File: src/hdl/sptrg_cfg.svh
// Register offsets, widths, mode codes, reset values and timing constants
`ifndef SPTRG_CFG_SVH
`define SPTRG_CFG_SVH

`define SPTRG_CLK_HZ          10000000
`define SPTRG_OFF_MODE        8'h00
`define SPTRG_OFF_SER_CFG     8'h04
`define SPTRG_OFF_SER_PAT     8'h08
`define SPTRG_OFF_BIT_WIDTH   8'h0C
`define SPTRG_OFF_PAT_LOGIC   8'h10
`define SPTRG_OFF_PAT_COND    8'h14
`define SPTRG_OFF_DUR_MIN     8'h18
`define SPTRG_OFF_DUR_MAX     8'h1C
`define SPTRG_OFF_STATUS      8'h20
`define SPTRG_OFF_LEVEL0      8'h24
`define SPTRG_RST_BIT_WIDTH   32'h0000_000A
`define SPTRG_RST_DUR_MIN     32'h0000_0001
`define SPTRG_RST_DUR_MAX     32'h0000_0002
`define SPTRG_RST_LEVEL       12'h800
`define SPTRG_LEVEL_W         12
`define SPTRG_PAT_LEN         6
`define SPTRG_TIME_MIN_PS     1500
`define SPTRG_RANGE_MIN_PS    10000
`define SPTRG_RANGE_MAX_PS    15000
`define SPTRG_CLK_PS          100000
`define SPTRG_MODE_SERIAL     2'h1
`define SPTRG_MODE_PATTERN    2'h2

`endif

File: src/hdl/sptrg_pkg.sv
// Types shared by the trigger qualification block
package sptrg_pkg;
	typedef enum logic [2:0] {
		SPTRG_LOGIC_IGNORE,
		SPTRG_LOGIC_HIGH,
		SPTRG_LOGIC_LOW,
		SPTRG_LOGIC_RISE,
		SPTRG_LOGIC_FALL
	} sptrg_logic_e;
	typedef enum logic [2:0] {
		SPTRG_COND_ENTERED,
		SPTRG_COND_EXITED,
		SPTRG_COND_LONGER,
		SPTRG_COND_SHORTER,
		SPTRG_COND_WINDOW
	} sptrg_cond_e;
	typedef logic [1:0] sptrg_sym_t;
	localparam sptrg_sym_t SPTRG_SYM_ZERO = 2'h0;
	localparam sptrg_sym_t SPTRG_SYM_POS  = 2'h1;
	localparam sptrg_sym_t SPTRG_SYM_NEG  = 2'h3;
endpackage

File: src/hdl/sptrg_cfg_if.sv
// Settings carried from the register file to the matchers
`timescale 1ns/10ps
`default_nettype none
interface sptrg_cfg_if;
	import sptrg_pkg::*;
	logic [3:0]         hi_bits;
	logic [3:0]         lo_bits;
	logic [1:0]         ser_src;
	logic               ser_neg;
	logic               ser_nrz;
	logic [2:0]         ser_len;
	sptrg_sym_t [5:0]   ser_pat;
	logic [31:0]        bit_width;
	sptrg_logic_e [3:0] ch_logic;
	sptrg_cond_e        cond;
	logic               on_timeout;
	logic [31:0]        dur_min;
	logic [31:0]        dur_max;
	modport src (output hi_bits, lo_bits, ser_src, ser_neg, ser_nrz, ser_len, ser_pat, bit_width,
		ch_logic, cond, on_timeout, dur_min, dur_max);
	modport snk (input hi_bits, lo_bits, ser_src, ser_neg, ser_nrz, ser_len, ser_pat, bit_width,
		ch_logic, cond, on_timeout, dur_min, dur_max);
endinterface
`default_nettype wire

File: src/hdl/sptrg_pattern.sv
// Multi-channel logic pattern matcher with duration qualifiers
`timescale 1ns/10ps
`default_nettype none
module sptrg_pattern (
	input  wire logic     clk,
	input  wire logic     rst_n,
	input  wire logic     en,
	sptrg_cfg_if.snk      cfg,
	output logic          fire,
	output logic          pat_now
);
	import sptrg_pkg::*;
	logic [3:0]           prev_q;
	logic                 pat_q;
	logic [31:0]          dur_q;
	logic                 done_q;
	logic                 rise;
	logic                 fall;
	logic                 expire;

	function automatic logic ch_ok(input sptrg_logic_e l, input logic h, input logic lo, input logic p);
		unique case (l)
			SPTRG_LOGIC_IGNORE: ch_ok = 1'b1;
			SPTRG_LOGIC_HIGH:   ch_ok = h;
			SPTRG_LOGIC_LOW:    ch_ok = lo;
			SPTRG_LOGIC_RISE:   ch_ok = h && !p;
			SPTRG_LOGIC_FALL:   ch_ok = !h && p;
			default:            ch_ok = 1'b0;
		endcase
	endfunction

	// ----------------------------------------
	// Pattern evaluation
	// ----------------------------------------
	always_comb begin
		pat_now = 1'b1;
		for (int c = 0; c < 4; c++) begin
			pat_now = pat_now && ch_ok(cfg.ch_logic[c], cfg.hi_bits[c], cfg.lo_bits[c], prev_q[c]);
		end
	end

	always_ff @(posedge clk or negedge rst_n) begin
		if (!rst_n) begin
			prev_q <= 4'h0;
			pat_q  <= 1'b0;
		end else begin
			prev_q <= cfg.hi_bits;
			pat_q  <= en && pat_now;
		end
	end

	assign rise = en && pat_now && !pat_q;
	assign fall = en && !pat_now && pat_q;

	// ----------------------------------------
	// Duration counting
	// ----------------------------------------
	always_ff @(posedge clk or negedge rst_n) begin
		if (!rst_n) begin
			dur_q <= 32'h0;
		end else if (rise) begin
			dur_q <= 32'h1;
		end else if (en && pat_now && dur_q != 32'hFFFF_FFFF) begin
			dur_q <= dur_q + 32'h1;
		end
	end

	assign expire = pat_q && pat_now && (dur_q == cfg.dur_min) && !done_q;

	always_ff @(posedge clk or negedge rst_n) begin
		if (!rst_n) begin
			done_q <= 1'b0;
		end else if (rise) begin
			done_q <= 1'b0;
		end else if (expire) begin
			done_q <= 1'b1;
		end
	end

	always_comb begin
		unique case (cfg.cond)
			SPTRG_COND_ENTERED: fire = rise;
			SPTRG_COND_EXITED:  fire = fall;
			// fire on timeout or on release
			SPTRG_COND_LONGER:  fire = cfg.on_timeout ? (en && expire) : (fall && dur_q > cfg.dur_min);
			SPTRG_COND_SHORTER: fire = fall && dur_q < cfg.dur_min;
			SPTRG_COND_WINDOW:  fire = fall && dur_q > cfg.dur_min && dur_q < cfg.dur_max;
			default:            fire = 1'b0;
		endcase
	end
endmodule
`default_nettype wire

File: src/hdl/sptrg_serial.sv
// Serial symbol pattern matcher on one selected channel
`timescale 1ns/10ps
`default_nettype none
`include "sptrg_cfg.svh"
module sptrg_serial (
	input  wire logic     clk,
	input  wire logic     rst_n,
	input  wire logic     en,
	sptrg_cfg_if.snk      cfg,
	output logic          fire
);
	import sptrg_pkg::*;
	logic                 hi_q;
	logic                 lo_q;
	logic [31:0]          cnt_q;
	sptrg_sym_t [5:0]     shf_q;
	logic                 hi_d;
	logic                 lo_d;
	logic                 tick;
	logic                 match;
	sptrg_sym_t           sym;

	// ----------------------------------------
	// Source and symbol sampling
	// ----------------------------------------
	assign hi_d = cfg.hi_bits[cfg.ser_src];
	assign lo_d = cfg.lo_bits[cfg.ser_src];
	assign tick = (cnt_q + 32'h1 >= cfg.bit_width);

	always_comb begin
		// NRZ keeps level, RZ yields signed pulses
		if (cfg.ser_nrz) begin
			sym = hi_q ? SPTRG_SYM_POS : SPTRG_SYM_ZERO;
		end else if (hi_q) begin
			sym = SPTRG_SYM_POS;
		end else if (lo_q) begin
			sym = SPTRG_SYM_NEG;
		end else begin
			sym = SPTRG_SYM_ZERO;
		end
	end

	always_ff @(posedge clk or negedge rst_n) begin
		if (!rst_n) begin
			hi_q <= 1'b0;
			lo_q <= 1'b0;
		end else begin
			hi_q <= hi_d;
			lo_q <= lo_d;
		end
	end

	always_ff @(posedge clk or negedge rst_n) begin
		if (!rst_n) begin
			cnt_q <= 32'h0;
		end else if (!en || tick) begin
			cnt_q <= 32'h0;
		end else begin
			cnt_q <= cnt_q + 32'h1;
		end
	end

	always_ff @(posedge clk or negedge rst_n) begin
		if (!rst_n) begin
			shf_q <= '0;
		end else if (en && tick) begin
			shf_q <= {shf_q[4:0], sym};
		end
	end

	// ----------------------------------------
	// Pattern compare and slope fire
	// ----------------------------------------
	always_comb begin
		match = 1'b1;
		for (int i = 0; i < `SPTRG_PAT_LEN; i++) begin
			if (i < int'(cfg.ser_len) && shf_q[i] != cfg.ser_pat[int'(cfg.ser_len) - 1 - i]) begin
				match = 1'b0;
			end
		end
	end

	// Rising slope for positive, falling for negative
	assign fire = en && tick && match && (cfg.ser_len != 3'h0) && (cfg.ser_neg ? !hi_q : hi_q);
endmodule
`default_nettype wire

File: src/hdl/sptrg_top.sv
// Serial and logic pattern trigger with Wishbone register file
//
// Summary of operation
// - Serial pattern holds one to six symbols
// - Polarity picks firing slope and validates pattern
// - Coding select chooses RZ or NRZ interpretation
// - Serial source is one of four channels
// - Selected channel compared against its level
// - Programmable bit width sets symbol duration
// - Pattern channels set high, low or ignore
// - Ignored channels drop out of the match
// - Rising and falling qualifiers per channel
// - Entered fires when pattern becomes true
// - Exited fires when pattern becomes false
// - Longer-than fires on release or timeout
// - Shorter-than fires on brief pattern release
// - Window fires when duration lies between limits
// - One shared threshold level per channel
`timescale 1ns/10ps
`default_nettype none
`include "sptrg_cfg.svh"
module sptrg_top #(
	parameter int LEVEL_W = `SPTRG_LEVEL_W
) (
	input  wire logic                  sys_clk,
	input  wire logic                  resetn,
	input  wire logic                  wb_cyc_i,
	input  wire logic                  wb_stb_i,
	input  wire logic                  wb_we_i,
	input  wire logic [7:0]            wb_adr_i,
	input  wire logic [3:0]            wb_sel_i,
	input  wire logic [31:0]           wb_dat_i,
	output logic [31:0]                wb_dat_o,
	output logic                       wb_ack_o,
	output logic                       wb_err_o,
	input  wire logic [4*LEVEL_W-1:0]  ch_sample,
	output logic [3*LEVEL_W-1:0]       level_unused,
	output logic                       trig_out
);
	import sptrg_pkg::*;
	localparam logic [31:0] MIN_CYC = 32'((`SPTRG_TIME_MIN_PS + `SPTRG_CLK_PS - 1) / `SPTRG_CLK_PS);
	logic [1:0]           rst_sync_q;
	logic                 rst_n;
	logic [4*LEVEL_W-1:0] smp1_q;
	logic [4*LEVEL_W-1:0] smp2_q;
	logic [LEVEL_W-1:0]   level_q [4];
	logic [1:0]           mode_q;
	logic                 mask_seen_q;
	logic [31:0]          ser_cfg_q;
	logic [11:0]          ser_pat_q;
	logic [31:0]          bw_q;
	logic [14:0]          plog_q;
	logic [3:0]           pcond_q;
	logic [31:0]          dmin_q;
	logic [31:0]          dmax_q;
	logic                 fired_q;
	logic [31:0]          rd_d;
	logic                 hit;
	logic                 wr;
	logic                 ser_fire;
	logic                 pat_fire;
	logic                 pat_now;
	logic                 pat_valid;
	logic                 ser_en;
	sptrg_cfg_if          cfg ();

	// ----------------------------------------
	// Reset release and input synchronisers
	// ----------------------------------------
	always_ff @(posedge sys_clk or negedge resetn) begin
		if (!resetn) begin
			rst_sync_q <= 2'h0;
		end else begin
			rst_sync_q <= {rst_sync_q[0], 1'b1};
		end
	end
	assign rst_n = rst_sync_q[1];

	always_ff @(posedge sys_clk or negedge rst_n) begin
		if (!rst_n) begin
			smp1_q <= '0;
			smp2_q <= '0;
		end else begin
			smp1_q <= ch_sample;
			smp2_q <= smp1_q;
		end
	end

	// ----------------------------------------
	// Threshold comparators, one level each
	// ----------------------------------------
	function automatic logic above(input logic [LEVEL_W-1:0] s, input logic [LEVEL_W-1:0] l);
		above = s > l;
	endfunction

	always_comb begin
		for (int c = 0; c < 4; c++) begin
			cfg.hi_bits[c] = above(smp2_q[c*LEVEL_W +: LEVEL_W], level_q[c]);
			cfg.lo_bits[c] = above(level_q[c], smp2_q[c*LEVEL_W +: LEVEL_W]);
		end
	end

	// ----------------------------------------
	// Wishbone register file
	// ----------------------------------------
	assign wr = wb_cyc_i && wb_stb_i && wb_we_i && wb_ack_o;

	function automatic logic [31:0] merge(input logic [31:0] old, input logic [31:0] nw, input logic [3:0] sel);
		merge = old;
		for (int b = 0; b < 4; b++) begin
			if (sel[b]) begin
				merge[b*8 +: 8] = nw[b*8 +: 8];
			end
		end
	endfunction

	always_comb begin
		hit  = 1'b1;
		rd_d = 32'h0;
		unique case (wb_adr_i)
			`SPTRG_OFF_MODE:      rd_d = {29'h0, mask_seen_q, mode_q};
			`SPTRG_OFF_SER_CFG:   rd_d = ser_cfg_q;
			`SPTRG_OFF_SER_PAT:   rd_d = {20'h0, ser_pat_q};
			`SPTRG_OFF_BIT_WIDTH: rd_d = bw_q;
			`SPTRG_OFF_PAT_LOGIC: rd_d = {17'h0, plog_q};
			`SPTRG_OFF_PAT_COND:  rd_d = {28'h0, pcond_q};
			`SPTRG_OFF_DUR_MIN:   rd_d = dmin_q;
			`SPTRG_OFF_DUR_MAX:   rd_d = dmax_q;
			`SPTRG_OFF_STATUS:    rd_d = {28'h0, pat_valid, ser_en, pat_now, fired_q};
			default: begin
				hit = 1'b0;
				for (int c = 0; c < 4; c++) begin
					if (wb_adr_i == `SPTRG_OFF_LEVEL0 + 8'(4 * c)) begin
						hit  = 1'b1;
						rd_d = 32'(level_q[c]);
					end
				end
			end
		endcase
	end

	always_ff @(posedge sys_clk or negedge rst_n) begin
		if (!rst_n) begin
			wb_ack_o <= 1'b0;
			wb_err_o <= 1'b0;
			wb_dat_o <= 32'h0;
		end else begin
			wb_ack_o <= wb_cyc_i && wb_stb_i && !wb_ack_o && !wb_err_o && hit;
			wb_err_o <= wb_cyc_i && wb_stb_i && !wb_ack_o && !wb_err_o && !hit;
			wb_dat_o <= rd_d;
		end
	end

	always_ff @(posedge sys_clk or negedge rst_n) begin
		if (!rst_n) begin
			mode_q      <= 2'h0;
			mask_seen_q <= 1'b0;
			ser_cfg_q   <= 32'h0;
			ser_pat_q   <= 12'h0;
			bw_q        <= `SPTRG_RST_BIT_WIDTH;
			plog_q      <= 15'h0;
			pcond_q     <= 4'h0;
			dmin_q      <= `SPTRG_RST_DUR_MIN;
			dmax_q      <= `SPTRG_RST_DUR_MAX;
		end else if (wr && hit) begin
			unique case (wb_adr_i)
				`SPTRG_OFF_MODE: begin
					mode_q      <= wb_sel_i[0] ? wb_dat_i[1:0] : mode_q;
					mask_seen_q <= mask_seen_q || (wb_sel_i[0] && wb_dat_i[2]);
				end
				`SPTRG_OFF_SER_CFG:   ser_cfg_q <= merge(ser_cfg_q, wb_dat_i, wb_sel_i);
				`SPTRG_OFF_SER_PAT:   ser_pat_q <= 12'(merge({20'h0, ser_pat_q}, wb_dat_i, wb_sel_i));
				`SPTRG_OFF_BIT_WIDTH: bw_q <= merge(bw_q, wb_dat_i, wb_sel_i);
				`SPTRG_OFF_PAT_LOGIC: plog_q <= 15'(merge({17'h0, plog_q}, wb_dat_i, wb_sel_i));
				`SPTRG_OFF_PAT_COND:  pcond_q <= 4'(merge({28'h0, pcond_q}, wb_dat_i, wb_sel_i));
				`SPTRG_OFF_DUR_MIN:   dmin_q <= (wb_dat_i < MIN_CYC) ? MIN_CYC : wb_dat_i;
				`SPTRG_OFF_DUR_MAX:   dmax_q <= wb_dat_i;
				default: begin
				end
			endcase
		end
	end

	// One level per channel, shared by every mode
	always_ff @(posedge sys_clk or negedge rst_n) begin
		if (!rst_n) begin
			for (int c = 0; c < 4; c++) begin
				level_q[c] <= `SPTRG_RST_LEVEL;
			end
		end else if (wr) begin
			for (int c = 0; c < 4; c++) begin
				if (wb_adr_i == `SPTRG_OFF_LEVEL0 + 8'(4 * c)) begin
					level_q[c] <= wb_dat_i[LEVEL_W-1:0];
				end
			end
		end
	end

	// ----------------------------------------
	// Serial pattern validity check
	// ----------------------------------------
	always_comb begin
		logic ok;
		ok = 1'b0;
		for (int i = 0; i < `SPTRG_PAT_LEN; i++) begin
			if (i < int'(ser_cfg_q[6:4])) begin
				if (!ser_cfg_q[3] && ser_pat_q[i*2 +: 2] == (ser_cfg_q[2] ? SPTRG_SYM_NEG : SPTRG_SYM_POS)) begin
					ok = 1'b1;
				end
				if (ser_cfg_q[3] && i > 0 && ser_pat_q[i*2 +: 2] != ser_pat_q[(i-1)*2 +: 2]
						&& ser_pat_q[i*2 +: 2] == (ser_cfg_q[2] ? SPTRG_SYM_ZERO : SPTRG_SYM_POS)) begin
					ok = 1'b1;
				end
			end
		end
		pat_valid = ok && ser_cfg_q[6:4] != 3'h0 && ser_cfg_q[6:4] <= 3'(`SPTRG_PAT_LEN);
	end

	assign ser_en = mode_q == `SPTRG_MODE_SERIAL && mask_seen_q && pat_valid;

	// ----------------------------------------
	// Settings to matchers
	// ----------------------------------------
	assign cfg.ser_src    = ser_cfg_q[1:0];
	assign cfg.ser_neg    = ser_cfg_q[2];
	assign cfg.ser_nrz    = ser_cfg_q[3];
	assign cfg.ser_len    = ser_cfg_q[6:4];
	assign cfg.bit_width  = bw_q;
	assign cfg.cond       = sptrg_cond_e'(pcond_q[2:0]);
	assign cfg.on_timeout = pcond_q[3];
	assign cfg.dur_min    = dmin_q;
	assign cfg.dur_max    = dmax_q;
	always_comb begin
		for (int i = 0; i < `SPTRG_PAT_LEN; i++) begin
			cfg.ser_pat[i] = ser_pat_q[i*2 +: 2];
		end
		for (int c = 0; c < 4; c++) begin
			cfg.ch_logic[c] = sptrg_logic_e'(plog_q[c*3 +: 3]);
		end
	end

	sptrg_serial u_serial (
		.clk   (sys_clk),
		.rst_n (rst_n),
		.en    (ser_en),
		.cfg   (cfg.snk),
		.fire  (ser_fire)
	);

	sptrg_pattern u_pattern (
		.clk     (sys_clk),
		.rst_n   (rst_n),
		.en      (mode_q == `SPTRG_MODE_PATTERN),
		.cfg     (cfg.snk),
		.fire    (pat_fire),
		.pat_now (pat_now)
	);

	always_ff @(posedge sys_clk or negedge rst_n) begin
		if (!rst_n) begin
			trig_out <= 1'b0;
			fired_q  <= 1'b0;
		end else begin
			trig_out <= ser_fire || pat_fire;
			fired_q  <= ser_fire || pat_fire || (fired_q && !(wr && wb_adr_i == `SPTRG_OFF_STATUS));
		end
	end

	assign level_unused = '0;
endmodule
`default_nettype wire

File: config.mk
export PLATFORM = sky130hd
export DESIGN_NAME = sptrg_top
export DESIGN_NICKNAME = d
export VERILOG_FILES = /design/src/hdl/sptrg_pkg.sv /design/src/hdl/sptrg_cfg_if.sv /design/src/hdl/sptrg_pattern.sv /design/src/hdl/sptrg_serial.sv /design/src/hdl/sptrg_top.sv
export VERILOG_INCLUDE_DIRS = /design/src /design/src/hdl
export SDC_FILE = /design/constraint.sdc
export NUM_CORES = 1
export LEC_CHECK = 0
export BUFFER_PORTS_ARGS = -buffer_cell sky130_fd_sc_hd__buf_2
export CAP_MARGIN = 5
export CORE_UTILIZATION = 39
export DETAILED_ROUTE_END_ITERATION = 8
export PLACE_DENSITY = 0.63
export SYNTH_ARGS = -nofsm -noshare
export SYNTH_HDL_FRONTEND = slang
export SYNTH_SLANG_ARGS = --single-unit
File: constraint.sdc
create_clock -name sys_clk -period 12.4 [get_ports sys_clk]
set_input_delay 2.48 -clock sys_clk [delete_from_list [all_inputs] [get_ports sys_clk]]
set_output_delay 2.48 -clock sys_clk [all_outputs]
set_load 0.02 [all_outputs]
==> flow_summary.json <==
{
  "postCtsHoldBufs": 0,
  "synth.ff_latch_count": 428,
  "tightest_slew_ps": 1150,
  "crit_type": "in -> reg",
  "setup_violations": 0,
  "setup.worst_path.end_class": "register",
  "slew_viol_final": 0,
  "initial_core_util_pct": 39.5,
  "netlist-cell-type-count": 73,
  "netlist_top_cells_area": "sky130_fd_sc_hd__dfrtp_1, sky130_fd_sc_hd__ha_1, sky130_fd_sc_hd__mux2_2",
  "hpwlAfterDp_um": 43600,
  "clock_power_share_pct": 50.1,
  "numPortBuffers": 131,
  "grt_antenna_before_repair": 0,
  "grt_pass1_vias": 16118,
  "postSynth.topFlopCell": "sky130_fd_sc_hd__dfrtp_1",
  "switching_share_pct": 22.4,
  "internal_power_mw": 2.36,
  "placementRows": 86,
  "worst-endpoint-required_ps": 12890,
  "final_hold_viol_count": 0,
  "detailroute.via_count": 16268,
  "io_pins": 168,
  "wirelength_um": 59800,
  "die_w_um": 238,
  "postSynthCellCount": 2067,
  "via_per_inst": 5.50,
  "critical_path.startpoint_type": "input pin",
  "ys_async_rst_share_pct": 100,
  "slew_headroom_pct": 22.9,
  "htree_num_levels": 2,
  "synth-edff-count": 0,
  "tritoncts.num_buffers": 48,
  "power.density_cell_area_nw_per_um2": 123,
  "largest_registers": "level_q x48, smp1_q x48, smp2_q x48",
  "syn_avg_cell_area_um2": 10.5,
  "finalSetupTns_ps": 0,
  "power_share_of_the_combinational_group_pct": 3.1,
  "largest_net_degree_at_the_start_of_global_routing": 197,
  "ctsResizeCount": 0,
  "finalWorstPathRequiredPeriod_ps": 4840,
  "num_antenna_cells": 0,
  "synth_warnings": 0,
  "drv_cap": 0,
  "synthToLayoutAreaGrowth_pct": 13.6,
  "wl_per_cell_um": 20.2,
  "detail_route.iter0.violations": 1491,
  "worst_setup_hold_path_clk_slew_ps": 60,
  "vdd_drop_max_uv": 122,
  "holdWs_ps": 343,
  "top_cell_type_by_total_area_after_synthesis": "sky130_fd_sc_hd__dfrtp_1",
  "pwr-share-seq_pct": 46.8,
  "floorplan.core_area_um2": 55100,
  "worstPathArrival_ps": 5330,
  "die_y_um": 238,
  "grt_pass1_wl_um": 93700,
  "remaining_drc_errors": 0,
  "cts_tree": "done",
  "timing.critical_path.fanout_max": 13,
  "num-fill-cells": 5238,
  "layout-drive-gt1-share_pct": 18.1,
  "max-clock-path-buffers": 3,
  "leakage_nw": 12.2,
  "yosysSeqAreaShare_pct": 49.3,
  "syn_area_um2": 21800,
  "outcome": "finished clean",
  "setup_repair_after_global_routing_missed_its_margin": "no",
  "clock_latency_ps": 610,
  "netlist.area_leader.share_pct": 48.3,
  "route.antenna.remaining_nets": 0,
  "globalplace.congestion": 0.908,
  "clock-skew-final_ps": 34.6,
  "power.net_switching_mw": 0.681,
  "period_share_pct": 39.0,
  "first_pass_iters": 6,
  "dieArea_um2": 56700,
  "post-cts-setup-buffer-count": 0,
  "grt_util_all_layers_pct": 21.3,
  "synth_top_cells_by_count": "sky130_fd_sc_hd__dfrtp_1, sky130_fd_sc_hd__nand2_1, sky130_fd_sc_hd__inv_1",
  "total_power_mw": 3.04,
  "root_buffer_master": "sky130_fd_sc_hd__clkbuf_16",
  "clock_sinks": 428,
  "globalRoute.totalOverflow": 0,
  "min_path_type": "reg -> reg",
  "max_clock_freq_ghz": 0.207,
  "design.final.nets": 2416,
  "synthMostInstantiatedCell": "sky130_fd_sc_hd__dfrtp_1"
}
## power by group through the flow
| stage | logic (mW) | clock network, mW | registers (mW) |
|---|---|---|---|
| after floorplan | 0.0379 | 0 | 1.47 |
| after global placement | 0.0918 | 0 | 1.45 |
| after detailed placement | 0.0941 | 0 | 1.45 |
| after CTS | 0.0943 | 1.56 | 1.42 |
| after global routing | 0.104 | 1.61 | 1.43 |
| final | 0.0936 | 1.52 | 1.42 |
## layout make-up
type | count | area, um^2 | area share, %
Sequential cell | 428 | 10700 | 43.4
Timing Repair Buffer | 141 | 756 | 3.06
Inverter | 164 | 616 | 2.49
Tap cell | 748 | 936 | 3.79
Clock inverter | 21 | 322 | 1.30
Multi-Input combinational cell | 1387 | 9950 | 40.3
Clock buffer | 69 | 1410 | 5.71
## cell families after synthesis
group / share of synthesized area [%]
AND/OR/NAND/NOR: 12.8
AO/OA/AOI/OAI: 13.3
flip-flops: 49.3
buffers and inverters: 5.65
multiplexers: 8.30
adder cells (fa/ha/maj): 8.62
XOR/XNOR: 2.01
other: 0.0345
## worst paths after layout
check	from	end	slack, ps	depth (start not counted)
setup reg to reg	u_serial.cnt_q[2]	fired_q	7770	16
min in group asynchronous	rst_sync_q[1]	u_pattern.dur_q[10]	410	0
setup / recovery	wb_adr_i[5]	cfg.ser_pat[6]	7560	7
max in group asynchronous	rst_sync_q[1]	smp2_q[45]	10500	1
hold reg to reg	smp1_q[12]	smp2_q[12]	340	0
hold / removal	smp1_q[12]	smp2_q[12]	340	0
## layer usage
metal / part of all wire, % / vias to the layer above / GRT usage [%] / routed length (um)
li1: - / 7536 / - / -
met1: 45 / 8033 / 29.5 / 26600
met2: 46 / 576 / 33.2 / 27300
met3: 6.3 / 123 / 3.82 / 3760
met4: 3.6 / 0 / 7.98 / 2170
met5: 0 / - / 0 / 0
## through the flow
stage | util (%) | worst slack, ps | instance area (um^2) | std cells
2_1_floorplan | - | 5430 | 21900 | 2102
3_3_place_gp | 41.7 | 7190 | 23000 | 2868
3_5_place_dp | 41.7 | 7090 | 23000 | 2868
4_1_cts | 44.9 | 7530 | 24700 | 2958
5_1_grt | 44.9 | 7250 | 24700 | 2958
6_report | 44.9 | 7560 | 24700 | 2958
## layout by cell type (no fill, tap or decap), drive strengths merged, types with 24 or more instances in the layout
master,synthesis,layout
a21o,25,25
a21oi,83,83
a22oi,66,66
and3,24,24
buf,48,141
clkbuf,75,69
conb,2,37
dfrtp,420,420
ha,149,149
inv,164,167
mux2,137,137
nand2,200,200
nand3,63,63
nand4,45,45
nor2,68,68
nor2b,42,42
o211ai,29,29
o21ai,147,147
xnor2,29,29
## critical path, stage by stage
cell and delay, ps:
sky130_fd_sc_hd__buf_2 120, sky130_fd_sc_hd__nor3_1 510, sky130_fd_sc_hd__nand2b_1 300, sky130_fd_sc_hd__nor2_1 810
sky130_fd_sc_hd__inv_1 130, sky130_fd_sc_hd__nor2_1 550, sky130_fd_sc_hd__mux2_2 410
No activity file was read; power rests on OpenSTA's default activity.
